$ cat src/cal_seq_pkg.sv
// Package: register map, field layout, modes and timing of the calibration sequencer
package cal_seq_pkg;

  // ****************************************
  // Register map (byte addresses)
  // ****************************************
  localparam logic [7:0] SETUP_OFS    = 8'h00;
  localparam logic [7:0] STATUS_OFS   = 8'h04;
  localparam logic [7:0] DATA_OFS     = 8'h08;
  localparam logic [7:0] ZS_CAL_OFS   = 8'h0C;
  localparam logic [7:0] FS_CAL_OFS   = 8'h10;
  localparam logic [7:0] IRQ_STAT_OFS = 8'h14;
  localparam logic [7:0] IRQ_CLR_OFS  = 8'h18;
  localparam logic [7:0] IRQ_EN_OFS   = 8'h1C;

  // ****************************************
  // Field layout and reset values
  // ****************************************
  localparam int         MODE_LSB      = 0;
  localparam int         GAIN_LSB      = 2;
  localparam int         FILT_LSB      = 4;
  localparam int         BIP_BIT       = 6;
  localparam logic [6:0] SETUP_RST     = 7'h00;
  localparam int         STAT_BUSY_BIT = 2;
  localparam int         STAT_RDY_BIT  = 3;
  localparam int         IRQ_CAL_BIT   = 0;
  localparam int         IRQ_WORD_BIT  = 1;
  localparam logic [1:0] IRQ_RST       = 2'h0;
  localparam logic [1:0] RESP_OKAY     = 2'h0;
  localparam logic [1:0] RESP_SLVERR   = 2'h2;

  // Nominal coefficients loaded at reset, and the slope loaded when the span is not positive
  localparam logic [23:0] ZS_CAL_RST = 24'h000000;
  localparam logic [23:0] FS_CAL_RST = 24'h400000;
  localparam logic [32:0] COEF_RST   = 33'h000000400;
  localparam logic [32:0] COEF_MAX   = 33'h1FFFFFFFF;

  // ****************************************
  // Modes and states
  // ****************************************
  typedef enum logic [1:0] {
    MODE_NORMAL   = 2'h0,
    MODE_SELF     = 2'h1,
    MODE_SYS_ZERO = 2'h2,
    MODE_SYS_FULL = 2'h3
  } cal_mode_t;

  typedef enum logic [1:0] {
    IN_ANALOG = 2'h0,
    IN_BIAS   = 2'h1,
    IN_REF    = 2'h2
  } in_sel_t;

  typedef enum logic [3:0] {
    ST_IDLE = 4'b0001,
    ST_ZERO = 4'b0010,
    ST_FULL = 4'b0100,
    ST_CONV = 4'b1000
  } state_t;

  // ****************************************
  // Timing
  // ****************************************
  localparam int         MOD_CLKS        = 128;
  localparam logic [6:0] MOD_LAST        = 7'(MOD_CLKS - 1);
  localparam logic [7:0] DECIM_0         = 8'h10;
  localparam logic [7:0] DECIM_1         = 8'h20;
  localparam logic [7:0] DECIM_2         = 8'h40;
  localparam logic [7:0] DECIM_3         = 8'h80;
  localparam int         CAL_PERIODS     = 3;
  localparam int         SELF_CONV_PER   = 3;
  localparam int         SYS_CONV_PER    = 1;
  localparam logic [1:0] CAL_LAST        = 2'(CAL_PERIODS - 1);
  localparam logic [1:0] SELF_CONV_LAST  = 2'(SELF_CONV_PER - 1);
  localparam logic [1:0] SYS_CONV_LAST   = 2'(SYS_CONV_PER - 1);
  localparam logic [5:0] DIV_STEPS       = 6'h21;

endpackage : cal_seq_pkg

$ cat src/rate_if.sv
// Interface between the sequencer and its output-rate divider
`timescale 1ns/1ps
interface rate_if;
  logic       restart;
  logic [1:0] filter_sel;
  logic       mod_tick;
  logic       out_tick;

  modport ctrl (output restart, output filter_sel, input mod_tick, input out_tick);
  modport gen  (input restart, input filter_sel, output mod_tick, output out_tick);
endinterface : rate_if

$ cat src/rate_divider.sv
// Modulator-cycle and output-period enable generator
`timescale 1ns/1ps
module rate_divider
  import cal_seq_pkg::*;
(
  // Clock and reset
  input  wire logic ref_clk_i,
  input  wire logic rst_n_i,
  // Rate control
  rate_if.gen       rate
);

  logic [6:0] clk_cnt_r;
  logic [7:0] mod_cnt_r;

  wire       last_clk = clk_cnt_r == MOD_LAST;
  wire [7:0] decim    = rate.filter_sel == 2'h0 ? DECIM_0 :
                        rate.filter_sel == 2'h1 ? DECIM_1 :
                        rate.filter_sel == 2'h2 ? DECIM_2 : DECIM_3;
  wire       last_mod = mod_cnt_r >= decim - 8'h01;

  // Restart realigns output periods to the calibration command
  always_ff @(posedge ref_clk_i)
  begin
    if (!rst_n_i || rate.restart)
    begin
      clk_cnt_r     <= 7'h00;
      mod_cnt_r     <= 8'h00;
      rate.mod_tick <= 1'b0;
      rate.out_tick <= 1'b0;
    end
    else
    begin
      clk_cnt_r     <= last_clk ? 7'h00 : clk_cnt_r + 7'h01;
      rate.mod_tick <= last_clk;
      rate.out_tick <= last_clk && last_mod;
      if (last_clk)
        mod_cnt_r <= last_mod ? 8'h00 : mod_cnt_r + 8'h01;
    end
  end

endmodule : rate_divider

$ cat src/cal_sequencer.sv
// Calibration sequencer of a sigma-delta converter with AXI4-Lite register access
//
// Contract
// - Calibration starts at any moment, only by writing the setup mode field.
// - Mode 01 runs self calibration of zero-scale and full-scale points.
// - Self calibration uses shorted bias inputs, then reference over gain.
// - Self calibration takes six periods; mode field then returns to 00.
// - Any calibration start raises ready-n until a fresh word exists.
// - After self calibration command, ready-n falls nine periods later.
// - Ready-n may take up to one modulator cycle to rise.
// - Bipolar self calibration maps the shorted point to midscale.
// - Mode 10 runs three-period system zero-scale step, then field 00.
// - Mode 11 runs three-period system full-scale step, then field 00.
// - Each system step lowers ready-n four periods after its command.
// - System calibration uses endpoints unipolar, midscale and full scale bipolar.
// - Repeating one system step leaves the other coefficient unchanged.
// - Zero and full-scale results stored separately; offset and slope derived.
// - Conversion uses 33-bit internal resolution for the 16-bit result.
`timescale 1ns/1ps
module cal_sequencer
  import cal_seq_pkg::*;
(
  // Clock and reset
  input  wire logic        ref_clk_i,
  input  wire logic        rst_n_i,
  // AXI4-Lite write channels
  input  wire logic [7:0]  s_axi_awaddr_i,
  input  wire logic        s_axi_awvalid_i,
  output logic             s_axi_awready_o,
  input  wire logic [31:0] s_axi_wdata_i,
  input  wire logic [3:0]  s_axi_wstrb_i,
  input  wire logic        s_axi_wvalid_i,
  output logic             s_axi_wready_o,
  output logic [1:0]       s_axi_bresp_o,
  output logic             s_axi_bvalid_o,
  input  wire logic        s_axi_bready_i,
  // AXI4-Lite read channels
  input  wire logic [7:0]  s_axi_araddr_i,
  input  wire logic        s_axi_arvalid_i,
  output logic             s_axi_arready_o,
  output logic [31:0]      s_axi_rdata_o,
  output logic [1:0]       s_axi_rresp_o,
  output logic             s_axi_rvalid_o,
  input  wire logic        s_axi_rready_i,
  // Converter side
  input  wire logic [23:0] filt_word_i,
  output logic             conv_ready_n_o,
  output logic [1:0]       in_sel_o,
  output logic [1:0]       gain_sel_o,
  output logic             bipolar_o,
  output logic             irq_o
);

  // ****************************************
  // Conversion arithmetic
  // ****************************************
  // Offset removal and slope scaling; coef is 2^32 over the calibrated span
  function automatic logic [15:0] to_code(input logic [23:0] raw,
                                          input logic [23:0] zs,
                                          input logic [32:0] coef,
                                          input logic        bip);
    logic signed [24:0] diff;
    logic signed [58:0] prod;
    logic signed [58:0] val;
    diff = $signed({raw[23], raw}) - $signed({zs[23], zs});
    prod = diff * $signed({1'b0, coef});
    val  = bip ? (prod >>> 17) + 59'sh0008000 : (prod >>> 16);
    if (val < 0)
      to_code = 16'h0000;
    else if (val > 59'sh000FFFF)
      to_code = 16'hFFFF;
    else
      to_code = val[15:0];
  endfunction : to_code

  // ****************************************
  // Declarations
  // ****************************************
  logic        awready_r;
  logic        wready_r;
  logic        aw_hold_r;
  logic        w_hold_r;
  logic [7:0]  awaddr_r;
  logic [31:0] wdata_r;
  logic [3:0]  wstrb_r;
  logic        bvalid_r;
  logic [1:0]  bresp_r;
  logic        arready_r;
  logic        rvalid_r;
  logic [31:0] rdata_r;
  logic [1:0]  rresp_r;
  logic [6:0]  setup_r;
  state_t      state_r;
  logic        self_r;
  logic [1:0]  per_cnt_r;
  logic [1:0]  in_sel_r;
  logic        ready_n_r;
  logic [15:0] data_r;
  logic [23:0] zs_cal_r;
  logic [23:0] fs_cal_r;
  logic [32:0] coef_r;
  logic        div_go_r;
  logic [5:0]  div_cnt_r;
  logic [24:0] div_rem_r;
  logic [24:0] div_den_r;
  logic [32:0] div_q_r;
  logic [1:0]  irq_stat_r;
  logic [1:0]  irq_en_r;
  logic        irq_r;
  logic        pend_r;
  logic [3:0]  cal_ticks_r;

  rate_if rate ();

  rate_divider u_rate (
    .ref_clk_i (ref_clk_i),
    .rst_n_i   (rst_n_i),
    .rate      (rate.gen)
  );

  // ****************************************
  // AXI4-Lite decode
  // ****************************************
  wire aw_hs   = s_axi_awvalid_i && awready_r;
  wire w_hs    = s_axi_wvalid_i && wready_r;
  wire wr_go   = aw_hold_r && w_hold_r && !bvalid_r;
  wire ar_hs   = s_axi_arvalid_i && arready_r;
  wire wr_ok   = awaddr_r == SETUP_OFS || awaddr_r == IRQ_CLR_OFS || awaddr_r == IRQ_EN_OFS;
  wire wr_lo   = wr_go && wstrb_r[0];
  wire setup_wr = wr_lo && awaddr_r == SETUP_OFS;
  wire clr_wr  = wr_lo && awaddr_r == IRQ_CLR_OFS;
  wire en_wr   = wr_lo && awaddr_r == IRQ_EN_OFS;
  wire data_rd = ar_hs && s_axi_araddr_i == DATA_OFS;

  wire [31:0] status_word = {28'h0000000, ready_n_r, state_r != ST_IDLE,
                             setup_r[MODE_LSB +: 2]};
  wire        rd_ok   = s_axi_araddr_i[7:5] == 3'h0 && s_axi_araddr_i[1:0] == 2'h0;
  wire [31:0] rd_word =
      s_axi_araddr_i == SETUP_OFS    ? {25'h0000000, setup_r} :
      s_axi_araddr_i == STATUS_OFS   ? status_word :
      s_axi_araddr_i == DATA_OFS     ? {16'h0000, data_r} :
      s_axi_araddr_i == ZS_CAL_OFS   ? {8'h00, zs_cal_r} :
      s_axi_araddr_i == FS_CAL_OFS   ? {8'h00, fs_cal_r} :
      s_axi_araddr_i == IRQ_STAT_OFS ? {30'h00000000, irq_stat_r} :
      s_axi_araddr_i == IRQ_EN_OFS   ? {30'h00000000, irq_en_r} : 32'h00000000;

  // ****************************************
  // Write channels
  // ****************************************
  // Address and data are taken in either order; one write in flight
  always_ff @(posedge ref_clk_i)
  begin
    if (!rst_n_i)
    begin
      awready_r <= 1'b1;
      wready_r  <= 1'b1;
      aw_hold_r <= 1'b0;
      w_hold_r  <= 1'b0;
      awaddr_r  <= 8'h00;
      wdata_r   <= 32'h00000000;
      wstrb_r   <= 4'h0;
      bvalid_r  <= 1'b0;
      bresp_r   <= RESP_OKAY;
    end
    else
    begin
      if (aw_hs)
      begin
        awaddr_r  <= s_axi_awaddr_i;
        aw_hold_r <= 1'b1;
        awready_r <= 1'b0;
      end
      if (w_hs)
      begin
        wdata_r  <= s_axi_wdata_i;
        wstrb_r  <= s_axi_wstrb_i;
        w_hold_r <= 1'b1;
        wready_r <= 1'b0;
      end
      if (wr_go)
      begin
        bvalid_r  <= 1'b1;
        bresp_r   <= wr_ok ? RESP_OKAY : RESP_SLVERR;
        aw_hold_r <= 1'b0;
        w_hold_r  <= 1'b0;
      end
      if (bvalid_r && s_axi_bready_i)
      begin
        bvalid_r  <= 1'b0;
        awready_r <= 1'b1;
        wready_r  <= 1'b1;
      end
    end
  end

  // ****************************************
  // Read channels
  // ****************************************
  always_ff @(posedge ref_clk_i)
  begin
    if (!rst_n_i)
    begin
      arready_r <= 1'b1;
      rvalid_r  <= 1'b0;
      rdata_r   <= 32'h00000000;
      rresp_r   <= RESP_OKAY;
    end
    else if (ar_hs)
    begin
      arready_r <= 1'b0;
      rvalid_r  <= 1'b1;
      rdata_r   <= rd_word;
      rresp_r   <= rd_ok ? RESP_OKAY : RESP_SLVERR;
    end
    else if (rvalid_r && s_axi_rready_i)
    begin
      rvalid_r  <= 1'b0;
      arready_r <= 1'b1;
    end
  end

  // ****************************************
  // Calibration sequencer
  // ****************************************
  wire [1:0] new_mode  = wdata_r[MODE_LSB +: 2];
  wire       cal_start = setup_wr && new_mode != MODE_NORMAL;
  wire       tick      = rate.out_tick && !setup_wr;
  wire       step_end  = tick && per_cnt_r == CAL_LAST;
  wire       zero_end  = state_r == ST_ZERO && step_end;
  wire       full_end  = state_r == ST_FULL && step_end;
  wire [1:0] conv_last = self_r ? SELF_CONV_LAST : SYS_CONV_LAST;
  wire       conv_end  = state_r == ST_CONV && tick && per_cnt_r == conv_last;
  wire       new_word  = conv_end || (state_r == ST_IDLE && tick);
  wire       cal_done  = (zero_end && !self_r) || full_end;
  wire [15:0] code     = to_code(filt_word_i, zs_cal_r, coef_r, setup_r[BIP_BIT]);

  assign rate.restart    = setup_wr;
  assign rate.filter_sel = setup_r[FILT_LSB +: 2];

  always_ff @(posedge ref_clk_i)
  begin
    if (!rst_n_i)
    begin
      setup_r   <= SETUP_RST;
      state_r   <= ST_IDLE;
      self_r    <= 1'b0;
      per_cnt_r <= 2'h0;
      in_sel_r  <= IN_ANALOG;
      ready_n_r <= 1'b1;
      data_r    <= 16'h0000;
      zs_cal_r  <= ZS_CAL_RST;
      fs_cal_r  <= FS_CAL_RST;
      div_go_r  <= 1'b0;
    end
    else if (setup_wr)
    begin
      // A new command always wins, even over a calibration in progress
      setup_r   <= wdata_r[6:0];
      self_r    <= new_mode == MODE_SELF;
      per_cnt_r <= 2'h0;
      div_go_r  <= 1'b0;
      if (cal_start)
        ready_n_r <= 1'b1;
      unique case (new_mode)
        MODE_SELF:     begin state_r <= ST_ZERO; in_sel_r <= IN_BIAS;   end
        MODE_SYS_ZERO: begin state_r <= ST_ZERO; in_sel_r <= IN_ANALOG; end
        MODE_SYS_FULL: begin state_r <= ST_FULL; in_sel_r <= IN_ANALOG; end
        MODE_NORMAL:   begin state_r <= ST_IDLE; in_sel_r <= IN_ANALOG; end
      endcase
    end
    else
    begin
      div_go_r <= zero_end && !self_r || full_end;
      if (data_rd)
        ready_n_r <= 1'b1;
      if (tick)
        per_cnt_r <= (step_end || conv_end) ? 2'h0 : per_cnt_r + 2'h1;
      if (cal_done)
        setup_r[MODE_LSB +: 2] <= MODE_NORMAL;
      unique case (state_r)
        ST_ZERO:
          if (step_end)
          begin
            zs_cal_r <= filt_word_i;
            state_r  <= self_r ? ST_FULL : ST_CONV;
            in_sel_r <= self_r ? IN_REF : IN_ANALOG;
          end
        ST_FULL:
          if (step_end)
          begin
            fs_cal_r <= filt_word_i;
            state_r  <= ST_CONV;
            in_sel_r <= IN_ANALOG;
          end
        ST_CONV:
          if (conv_end)
            state_r <= ST_IDLE;
        ST_IDLE: ;
      endcase
      if (new_word)
      begin
        data_r    <= code;
        ready_n_r <= 1'b0;
      end
    end
  end

  // ****************************************
  // Slope coefficient divider
  // ****************************************
  // Serial 33-step division keeps area small; it ends long before the conversion
  wire [24:0] span   = {1'b0, fs_cal_r} - {1'b0, zs_cal_r};
  wire        span_ok = !span[24] && span != 25'h0000000;
  wire [25:0] rem_sh = {div_rem_r, div_cnt_r == DIV_STEPS};
  wire        rem_ge = rem_sh >= {1'b0, div_den_r};
  wire [25:0] rem_nx = rem_ge ? rem_sh - {1'b0, div_den_r} : rem_sh;
  wire [32:0] q_nx   = {div_q_r[31:0], rem_ge};

  always_ff @(posedge ref_clk_i)
  begin
    if (!rst_n_i)
    begin
      coef_r    <= COEF_RST;
      div_cnt_r <= 6'h00;
      div_rem_r <= 25'h0000000;
      div_den_r <= 25'h0000000;
      div_q_r   <= 33'h000000000;
    end
    else if (div_go_r)
    begin
      div_den_r <= span;
      div_rem_r <= 25'h0000000;
      div_q_r   <= 33'h000000000;
      div_cnt_r <= span_ok ? DIV_STEPS : 6'h00;
      if (!span_ok)
        coef_r <= COEF_MAX;
    end
    else if (div_cnt_r != 6'h00)
    begin
      div_rem_r <= rem_nx[24:0];
      div_q_r   <= q_nx;
      div_cnt_r <= div_cnt_r - 6'h01;
      if (div_cnt_r == 6'h01)
        coef_r <= q_nx;
    end
  end

  // ****************************************
  // Interrupts
  // ****************************************
  wire [1:0] irq_set = {new_word, cal_done};

  // A set in the same cycle as its clear is kept
  always_ff @(posedge ref_clk_i)
  begin
    if (!rst_n_i)
    begin
      irq_stat_r <= IRQ_RST;
      irq_en_r   <= IRQ_RST;
      irq_r      <= 1'b0;
    end
    else
    begin
      irq_stat_r <= (irq_stat_r & ~(clr_wr ? wdata_r[1:0] : 2'h0)) | irq_set;
      if (en_wr)
        irq_en_r <= wdata_r[1:0];
      irq_r <= |(irq_stat_r & irq_en_r);
    end
  end

  // ****************************************
  // Helper for timing checks
  // ****************************************
  always_ff @(posedge ref_clk_i)
  begin
    if (!rst_n_i)
    begin
      pend_r      <= 1'b0;
      cal_ticks_r <= 4'h0;
    end
    else if (cal_start)
    begin
      pend_r      <= 1'b1;
      cal_ticks_r <= 4'h0;
    end
    else
    begin
      if (new_word || setup_wr)
        pend_r <= 1'b0;
      if (rate.out_tick && cal_ticks_r != 4'hF)
        cal_ticks_r <= cal_ticks_r + 4'h1;
    end
  end

  // ****************************************
  // Outputs
  // ****************************************
  assign s_axi_awready_o = awready_r;
  assign s_axi_wready_o  = wready_r;
  assign s_axi_bvalid_o  = bvalid_r;
  assign s_axi_bresp_o   = bresp_r;
  assign s_axi_arready_o = arready_r;
  assign s_axi_rvalid_o  = rvalid_r;
  assign s_axi_rdata_o   = rdata_r;
  assign s_axi_rresp_o   = rresp_r;
  assign conv_ready_n_o  = ready_n_r;
  assign in_sel_o        = in_sel_r;
  assign gain_sel_o      = setup_r[GAIN_LSB +: 2];
  assign bipolar_o       = setup_r[BIP_BIT];
  assign irq_o           = irq_r;

  // ****************************************
  // Assertions
  // ****************************************
  a_start_ready:
  assert property (@(posedge ref_clk_i) disable iff (!rst_n_i)
    cal_start |=> conv_ready_n_o)
    else $error("ready not raised after calibration start");

  a_busy_ready:
  assert property (@(posedge ref_clk_i) disable iff (!rst_n_i)
    state_r != ST_IDLE |-> conv_ready_n_o)
    else $error("ready low while calibrating");

  a_self_nine:
  assert property (@(posedge ref_clk_i) disable iff (!rst_n_i)
    $fell(conv_ready_n_o) && $past(pend_r) && $past(self_r) |-> cal_ticks_r == 4'h9)
    else $error("self calibration ready not after nine periods");

  a_sys_four:
  assert property (@(posedge ref_clk_i) disable iff (!rst_n_i)
    $fell(conv_ready_n_o) && $past(pend_r) && !$past(self_r) |-> cal_ticks_r == 4'h4)
    else $error("system step ready not after four periods");

  a_mode_cleared:
  assert property (@(posedge ref_clk_i) disable iff (!rst_n_i)
    $rose(state_r == ST_CONV) |-> setup_r[MODE_LSB +: 2] == MODE_NORMAL
      ##0 (self_r ? cal_ticks_r == 4'h6 : cal_ticks_r == 4'h3))
    else $error("mode field not cleared at end of calibration");

  a_self_inputs:
  assert property (@(posedge ref_clk_i) disable iff (!rst_n_i)
    self_r && state_r == ST_ZERO |-> in_sel_o == IN_BIAS)
    else $error("self zero-scale step not on shorted inputs");

  a_keep_other:
  assert property (@(posedge ref_clk_i) disable iff (!rst_n_i)
    state_r == ST_ZERO && !self_r && !setup_wr |=> $stable(fs_cal_r))
    else $error("zero-scale step disturbed full-scale coefficient");

  a_zero_store:
  assert property (@(posedge ref_clk_i) disable iff (!rst_n_i)
    zero_end && !setup_wr |=> zs_cal_r == $past(filt_word_i))
    else $error("zero-scale result not stored");

  a_bip_mid:
  assert property (@(posedge ref_clk_i) disable iff (!rst_n_i)
    new_word && !setup_wr && setup_r[BIP_BIT] && filt_word_i == zs_cal_r
      |=> data_r == 16'h8000 && !conv_ready_n_o)
    else $error("bipolar zero point not at midscale");

  a_tick_align:
  assert property (@(posedge ref_clk_i) disable iff (!rst_n_i)
    rate.out_tick |-> rate.mod_tick)
    else $error("output period not aligned to a modulator cycle");

  a_irq_level:
  assert property (@(posedge ref_clk_i) disable iff (!rst_n_i)
    (irq_stat_r & irq_en_r) != 2'h0 |=> irq_o)
    else $error("interrupt not raised for enabled status");

endmodule : cal_sequencer

$ cat config.mk
export PLATFORM = sky130hd
export DESIGN_NAME = cal_sequencer
export DESIGN_NICKNAME = d
export VERILOG_FILES = /design/src/cal_seq_pkg.sv /design/src/rate_if.sv /design/src/rate_divider.sv /design/src/cal_sequencer.sv
export SDC_FILE = /design/constraint.sdc
export NUM_CORES = 2
export LEC_CHECK = 0
export BUFFER_PORTS_ARGS = -buffer_cell sky130_fd_sc_hd__buf_4
export CORE_MARGIN = 2
export CORE_UTILIZATION = 40
export DETAILED_ROUTE_END_ITERATION = 7
export PLACE_DENSITY = 0.55
export SYNTH_ARGS = -nofsm -noshare
export SYNTH_HDL_FRONTEND = slang
export SYNTH_SLANG_ARGS = --single-unit
$ cat constraint.sdc
create_clock -name ref_clk_i -period 22.7 [get_ports ref_clk_i]
set_clock_uncertainty 0.15 [all_clocks]
set_input_delay 3.405 -clock ref_clk_i [delete_from_list [all_inputs] [get_ports ref_clk_i]]
set_output_delay 3.405 -clock ref_clk_i [all_outputs]
set_load 0.02 [all_outputs]
---- Word level (Yosys, flattened, before mapping) ----
Cells that the tools add are included.
storage, ports and cells
  register bits ........................... 283
  bits of input ports ..................... 83
  output and inout bits ................... 48
  word-level logic and storage cells ...... 198
cells by class
  add/sub/neg operators ................... 9
  $mul .................................... 1
  $lt $le $gt $ge ......................... 4
  equality and inequality tests ........... 28
  mux-type cells .......................... 49
  bitwise gates (word level) .............. 6
  reduce and logical (&&, ||, !) cells .... 66
operators by type and width
  cell                    count
  $mux 33                 4
  $mux 24                 5
  $gt 59x17->1 const B    1
  $lt 59x1->1 const B     1
  $mul 25x34->59          1
  $mux 59                 1
  $sub 24x24->25          2
  $add 42x17->43 const B  1
  $eq 8x5->1 const B      5
  $mux 16                 2
  $mux 8                  4
  $ge 26x25->1            1
  $mux 25                 1
  $reduce_bool 25->1      1
  $sub 25x25->25          1
  $logic_and 1x1->1       24
  $mux 2                  12
  $pmux 4 s3              2
  $mux 4                  5
  $mux 6                  3
  $eq 8x4->1 const B      2
  $logic_not 8->1         2
  $reduce_or 2->1         7
  $reduce_and 3->1        4
  other kinds (38)        71

---- Logic depth before layout (Yosys ltp) ----
  depth in word-level cells ............... 12
  mapped depth ............................ 51
  depth with buffers taken out ............ 46

---- Cells and area by module ----
A second synthesis with hierarchy kept.
second synthesis, totals
  cell total of the unflattened synthesis .. 5100
  area, all modules ....................... 42223.0 um^2
modules (own cells, without submodules)
  module         instances  cells an instance  area an instance (um^2)  sequential area each (um^2)
  cal_sequencer  1          5007               41397.2                  5144.9
  rate_divider   1          93                 825.8                    340.3

---- Least setup slack after synthesis ----
OpenSTA, ideal clock, no wires.
  kind .................................... in2reg
  start ................................... in filt_word_i[0]
  end ..................................... reg data_r[10]
  data arrival time ....................... 14248 ps
  required time ........................... 22416 ps
  path slack .............................. 8168 ps
  stages .................................. 44
  cells stage by stage .................... inv_1 > ha_1 > fa_1 > nor2b_1 > o21ai_0 > a21boi_0 > o21ai_0 > a21boi_0 > o21ai_0 > a21boi_0 > o311a_1 > o211ai_1 > a31oi_1 > a41oi_1 > a211oi_1 > a2bb2oi_1 > clkbuf_1 > nor2_1 > (+8 left out) > inv_1 > fa_1 > inv_1 > ha_1 > clkbuf_1 > and3_1 > a311oi_1 > mux2_2 > a311o_1 > or3b_1 > nor4_4 > nand4_1 > nor4_1 > xor2_1 > or4_4 > o2bb2ai_4 > buf_6 > a31oi_1
on the way
  word-level cells in the longest chain between the ends .. 7
  elaborated cells between the ends (all ways) .. 8
  those cells by class .................... add/sub: 2; mul: 1; order compare: 2; mux: 3
RTL lines
  element               line                  RTL
  start, declared       cal_sequencer.sv:46   input wire logic [23:0] filt_word_i,
  $sub 24x24->25 *      cal_sequencer.sv:65   diff = $signed({raw[23], raw}) - $signed({zs[23], zs});
  $mul 25x34->59 *      cal_sequencer.sv:66   prod = diff * $signed({1'b0, coef});
  $add 42x17->43        cal_sequencer.sv:67   val = bip ? (prod >>> 17) + 59'sh0008000 : (prod >>> 16);
  $mux 59 *             cal_sequencer.sv:67
  $gt 59x17->1          cal_sequencer.sv:70   else if (val > 59'sh000FFFF)
  $mux 16               cal_sequencer.sv:70
  $mux 16 *             cal_sequencer.sv:68   if (val < 0)
  end signal, assigned  cal_sequencer.sv:302  data_r <= code;
  end, declared         cal_sequencer.sv:98   logic [15:0] data_r;
Mark *: on every way between the ends. The rest lies on a longest branch, timed or not.
A chain may end at the register's enable or synchronous reset.

---- Worst setup path in the final report ----
  start ................................... in filt_word_i[0]
  end ..................................... reg data_r[11]
Same word-level chain as after synthesis.

==> summary.md <==
| Metric | Value |
|---|---|
| Status | `complete, no violations` |
| Setup violators final | `0` |
| Measured slew at the worst slew-check pin | `~1200 ps` |
| Seq/Total Area, Yosys | `approximately 13%` |
| Mapped cell area | `roughly 42000 sq um` |
| Final RePlAce weighted congestion | `roughly 0.91` |
| Post-route ant nets | `0` |
| Synthesis-stage register bit count | `roughly 270` |
| Setup WS pre-CTS | `5790 ps` |
| Die Area | `between 100000 and 150000 sq um` |
| Worst-Skew Late Latency | `roughly 570 ps` |
| Max-cap viol count | `0` |
| Largest family of logic cells by synthesized area | `adder cells` |
| Unrepaired setup endpoints after global routing | `no` |
| Post-synthesis adder-cell area fraction | `a little over two fifths` |
| Final Hold Viols | `0` |
| Vias in the first global route | `between 30000 and 40000` |
| WS Path Type | `primary input to register` |
| Cells after Synth | `5122` |
| Startpoint Class | `primary input` |
| Dpl hpwl | `98200 um` |
| Setup Fix Bufs, Post-CTS | `0` |
| Die H | `about 330 um` |
| GRT Overall Usage | `between 20% and 30%` |
| Fmax | `between 60 and 70 MHz` |
| Crit-path leading delay family | `compound AO/OA/AOI/OAI gates` |
| Period utilization | `72.9%` |
| # DRC | `0` |
| CP Data Required Time | `about 23000 ps` |
| Initial Utilization | `between 40% and 50%` |
| CTS tree | `done` |
| Fillers | `10600` |
| Final worst slack | `around 6200 ps` |
| Tmin final | `approximately 17000 ps` |
| CP arrival | `roughly 17000 ps` |
| Top_reg_cell synth | `dfxtp_1` |
| CP max FO | `35` |
| H-tree depth | `2` |
| Area Overhead vs Synth | `8.27%` |
| Drt pass-1 iters | `5` |
| Hold Crit Class | `register to register` |
| Reg clk slew, reported paths | `approximately 60 ps` |
| Final TNS setup | `0 ps` |
| Clock buffer depth | `3` |
| Share of post-route cells with drive strength above 1 | `under 10%` |
| Clk sinks | `between 200 and 300` |
| Ys async rst share | `0%` |
| Buf/Inv on CP | `5` |
| Crit. End Element | `register` |
| Antenna violations before repair | `1` |
| Post-synthesis mux area share | `1.28%` |
| Most used cell along the critical path | `fa_1` |
| Rel. slew slack | `20.9%` |
| Global route overflow | `0` |
| Row cnt | `roughly 120` |
| Avg Cell Area, Syn | `8.28 sq um` |
| Buffers added on ports | `92` |
| Core Region | `105000 sq um` |
| Nets | `slightly above 6000` |
| Fin util | `43.6%` |
| Synth cell types | `91` |
| CTS Hold Bufs | `0` |
| Chip Width | `330 um` |
| Starting DRT DRC Count | `2316` |
| DR WL/cell | `about 20 um` |
| Simple-Gate Fraction of Synth Area | `about a fifth` |
| Routed vias | `~34000` |
| CP max stage delay | `around 950 ps` |
| CP max-delay cell | `a21oi_1` |
| Boundary pin count | `131` |
| XOR/XNOR share of the synthesized area | `2.06%` |
| Num CTS Buffers | `36` |
| Total Routed Length | `~130000 um` |
| First-pass GRT wire length | `around 200000 um` |
| Clk root buf | `clkbuf_16` |
| Post-synthesis compound-gate area fraction | `approximately 11%` |
| Ys Warns | `0` |
| Number of synthesized flops with an enable pin | `0` |
| Post-CTS resize count | `0` |
| Largest net degree at the start of global routing | `87` |
| Vias per cell | `~5.2` |
| Max-slew violations | `0` |
## worst paths after layout
check / start / endpoint / slack (ps) / cells after the start
hold / removal: u_rate.clk_cnt_r[0] / u_rate.clk_cnt_r[0] / 310 / 1
setup reg to reg: zs_cal_r[0] / data_r[11] / 8800 / 40
setup / recovery: filt_word_i[0] / data_r[11] / 6160 / 42
hold reg to reg: u_rate.clk_cnt_r[0] / u_rate.clk_cnt_r[0] / 310 / 1
## metal layers
metal | part of all wire (%) | vias up | track usage (%)
li1 | - | 15900 | -
met1 | 45 | 17000 | 33.1
met2 | 45 | 924 | 38.3
met3 | 5.7 | 173 | 3.12
met4 | 4.0 | 2 | 8.22
met5 | 0.0071 | - | 0.174
## cells in the final DEF (no fill, tap or decap), drive strengths merged, types with 150 or more instances in the layout
cell type	synthesis	layout
buf	18	171
and2	244	244
inv	908	911
nand2	843	843
ha	311	311
dfxtp	273	273
nor2	316	316
fa	712	712
o21ai	150	150
a21oi	220	220
## cell families (layout without fill, tap and decap cells)
kind of cell	Yosys count	in the layout
other	1	12
AND/OR/NAND/NOR	1762	1762
flip-flops	273	273
AO/OA/AOI/OAI	733	733
adder cells (fa/ha/maj)	1023	1023
XOR/XNOR	99	99
multiplexers	52	52
buffers and inverters	1179	1144
## per-stage QoR
| stage | instances | instance area (sq um) | hold slack [ps] |
|---|---|---|---|
| final | 6489 | 45900 | 309 |
| after global placement | 6422 | 44600 | 284 |
| after global routing | 6487 | 45900 | 329 |
| after floorplan | 5131 | 42400 | 268 |
| after CTS | 6487 | 45900 | 310 |
| after detailed placement | 6422 | 44600 | 297 |
## state kept, by name, summed over array words and instances, names as in the netlist, 8 cells and up
register,count
u_rate.mod_cnt_r,8
s_axi_rdata_o,24
fs_cal_r,24
data_r,16
zs_cal_r,24
awaddr_r,8
div_q_r,32
coef_r,33
div_rem_r,25
div_den_r,25
## synthesized netlist by cell type, drive strengths merged, types with 6 or more instances
master / n / area share [%]
a31oi: 33 / 0.49
a21o: 28 / 0.50
and3: 23 / 0.34
nor2b: 43 / 0.63
mux2i: 33 / 0.78
nor2: 316 / 2.8
o21a: 19 / 0.34
o21bai: 10 / 0.18
nand4: 26 / 0.38
ha: 311 / 9.2
o211a: 10 / 0.24
a21oi: 220 / 2.6
buf: 18 / 0.29
a21boi: 99 / 1.8
nor3b: 19 / 0.34
a211oi: 53 / 0.95
a22oi: 6 / 0.11
and2: 244 / 3.6
or3: 14 / 0.21
nand3: 58 / 0.68
clkbuf: 253 / 2.2
mux2: 19 / 0.50
fa: 712 / 34
or2: 35 / 0.52
a221oi: 21 / 0.43
o21ai: 150 / 1.8
nand2: 843 / 7.5
a311oi: 6 / 0.12
o211ai: 13 / 0.23
nor3: 66 / 0.79
dfxtp: 273 / 13
o221ai: 7 / 0.14
xor2: 31 / 0.64
nand2b: 21 / 0.31
nor4: 15 / 0.26
xnor2: 68 / 1.4
o2111ai: 8 / 0.18
nand4b: 7 / 0.14
nand3b: 8 / 0.14
inv: 908 / 8.0
## layout make-up
class                           count  area (sq um)  share of cell area [%]
Inverter                          908          3410                    7.43
Antenna cell                        2          5.00                  0.0109
Multi-Input combinational cell   3679         32700                    71.2
Clock buffer                       51          1050                    2.28
Clock inverter                     14           288                   0.627
Timing Repair Buffer              171          1280                    2.80
Tap cell                         1391          1740                    3.79
Sequential cell                   273          5470                    11.9
Power is not shown: default switching activity piles up to over one toggle a cycle in this logic, so the estimate is an artifact.
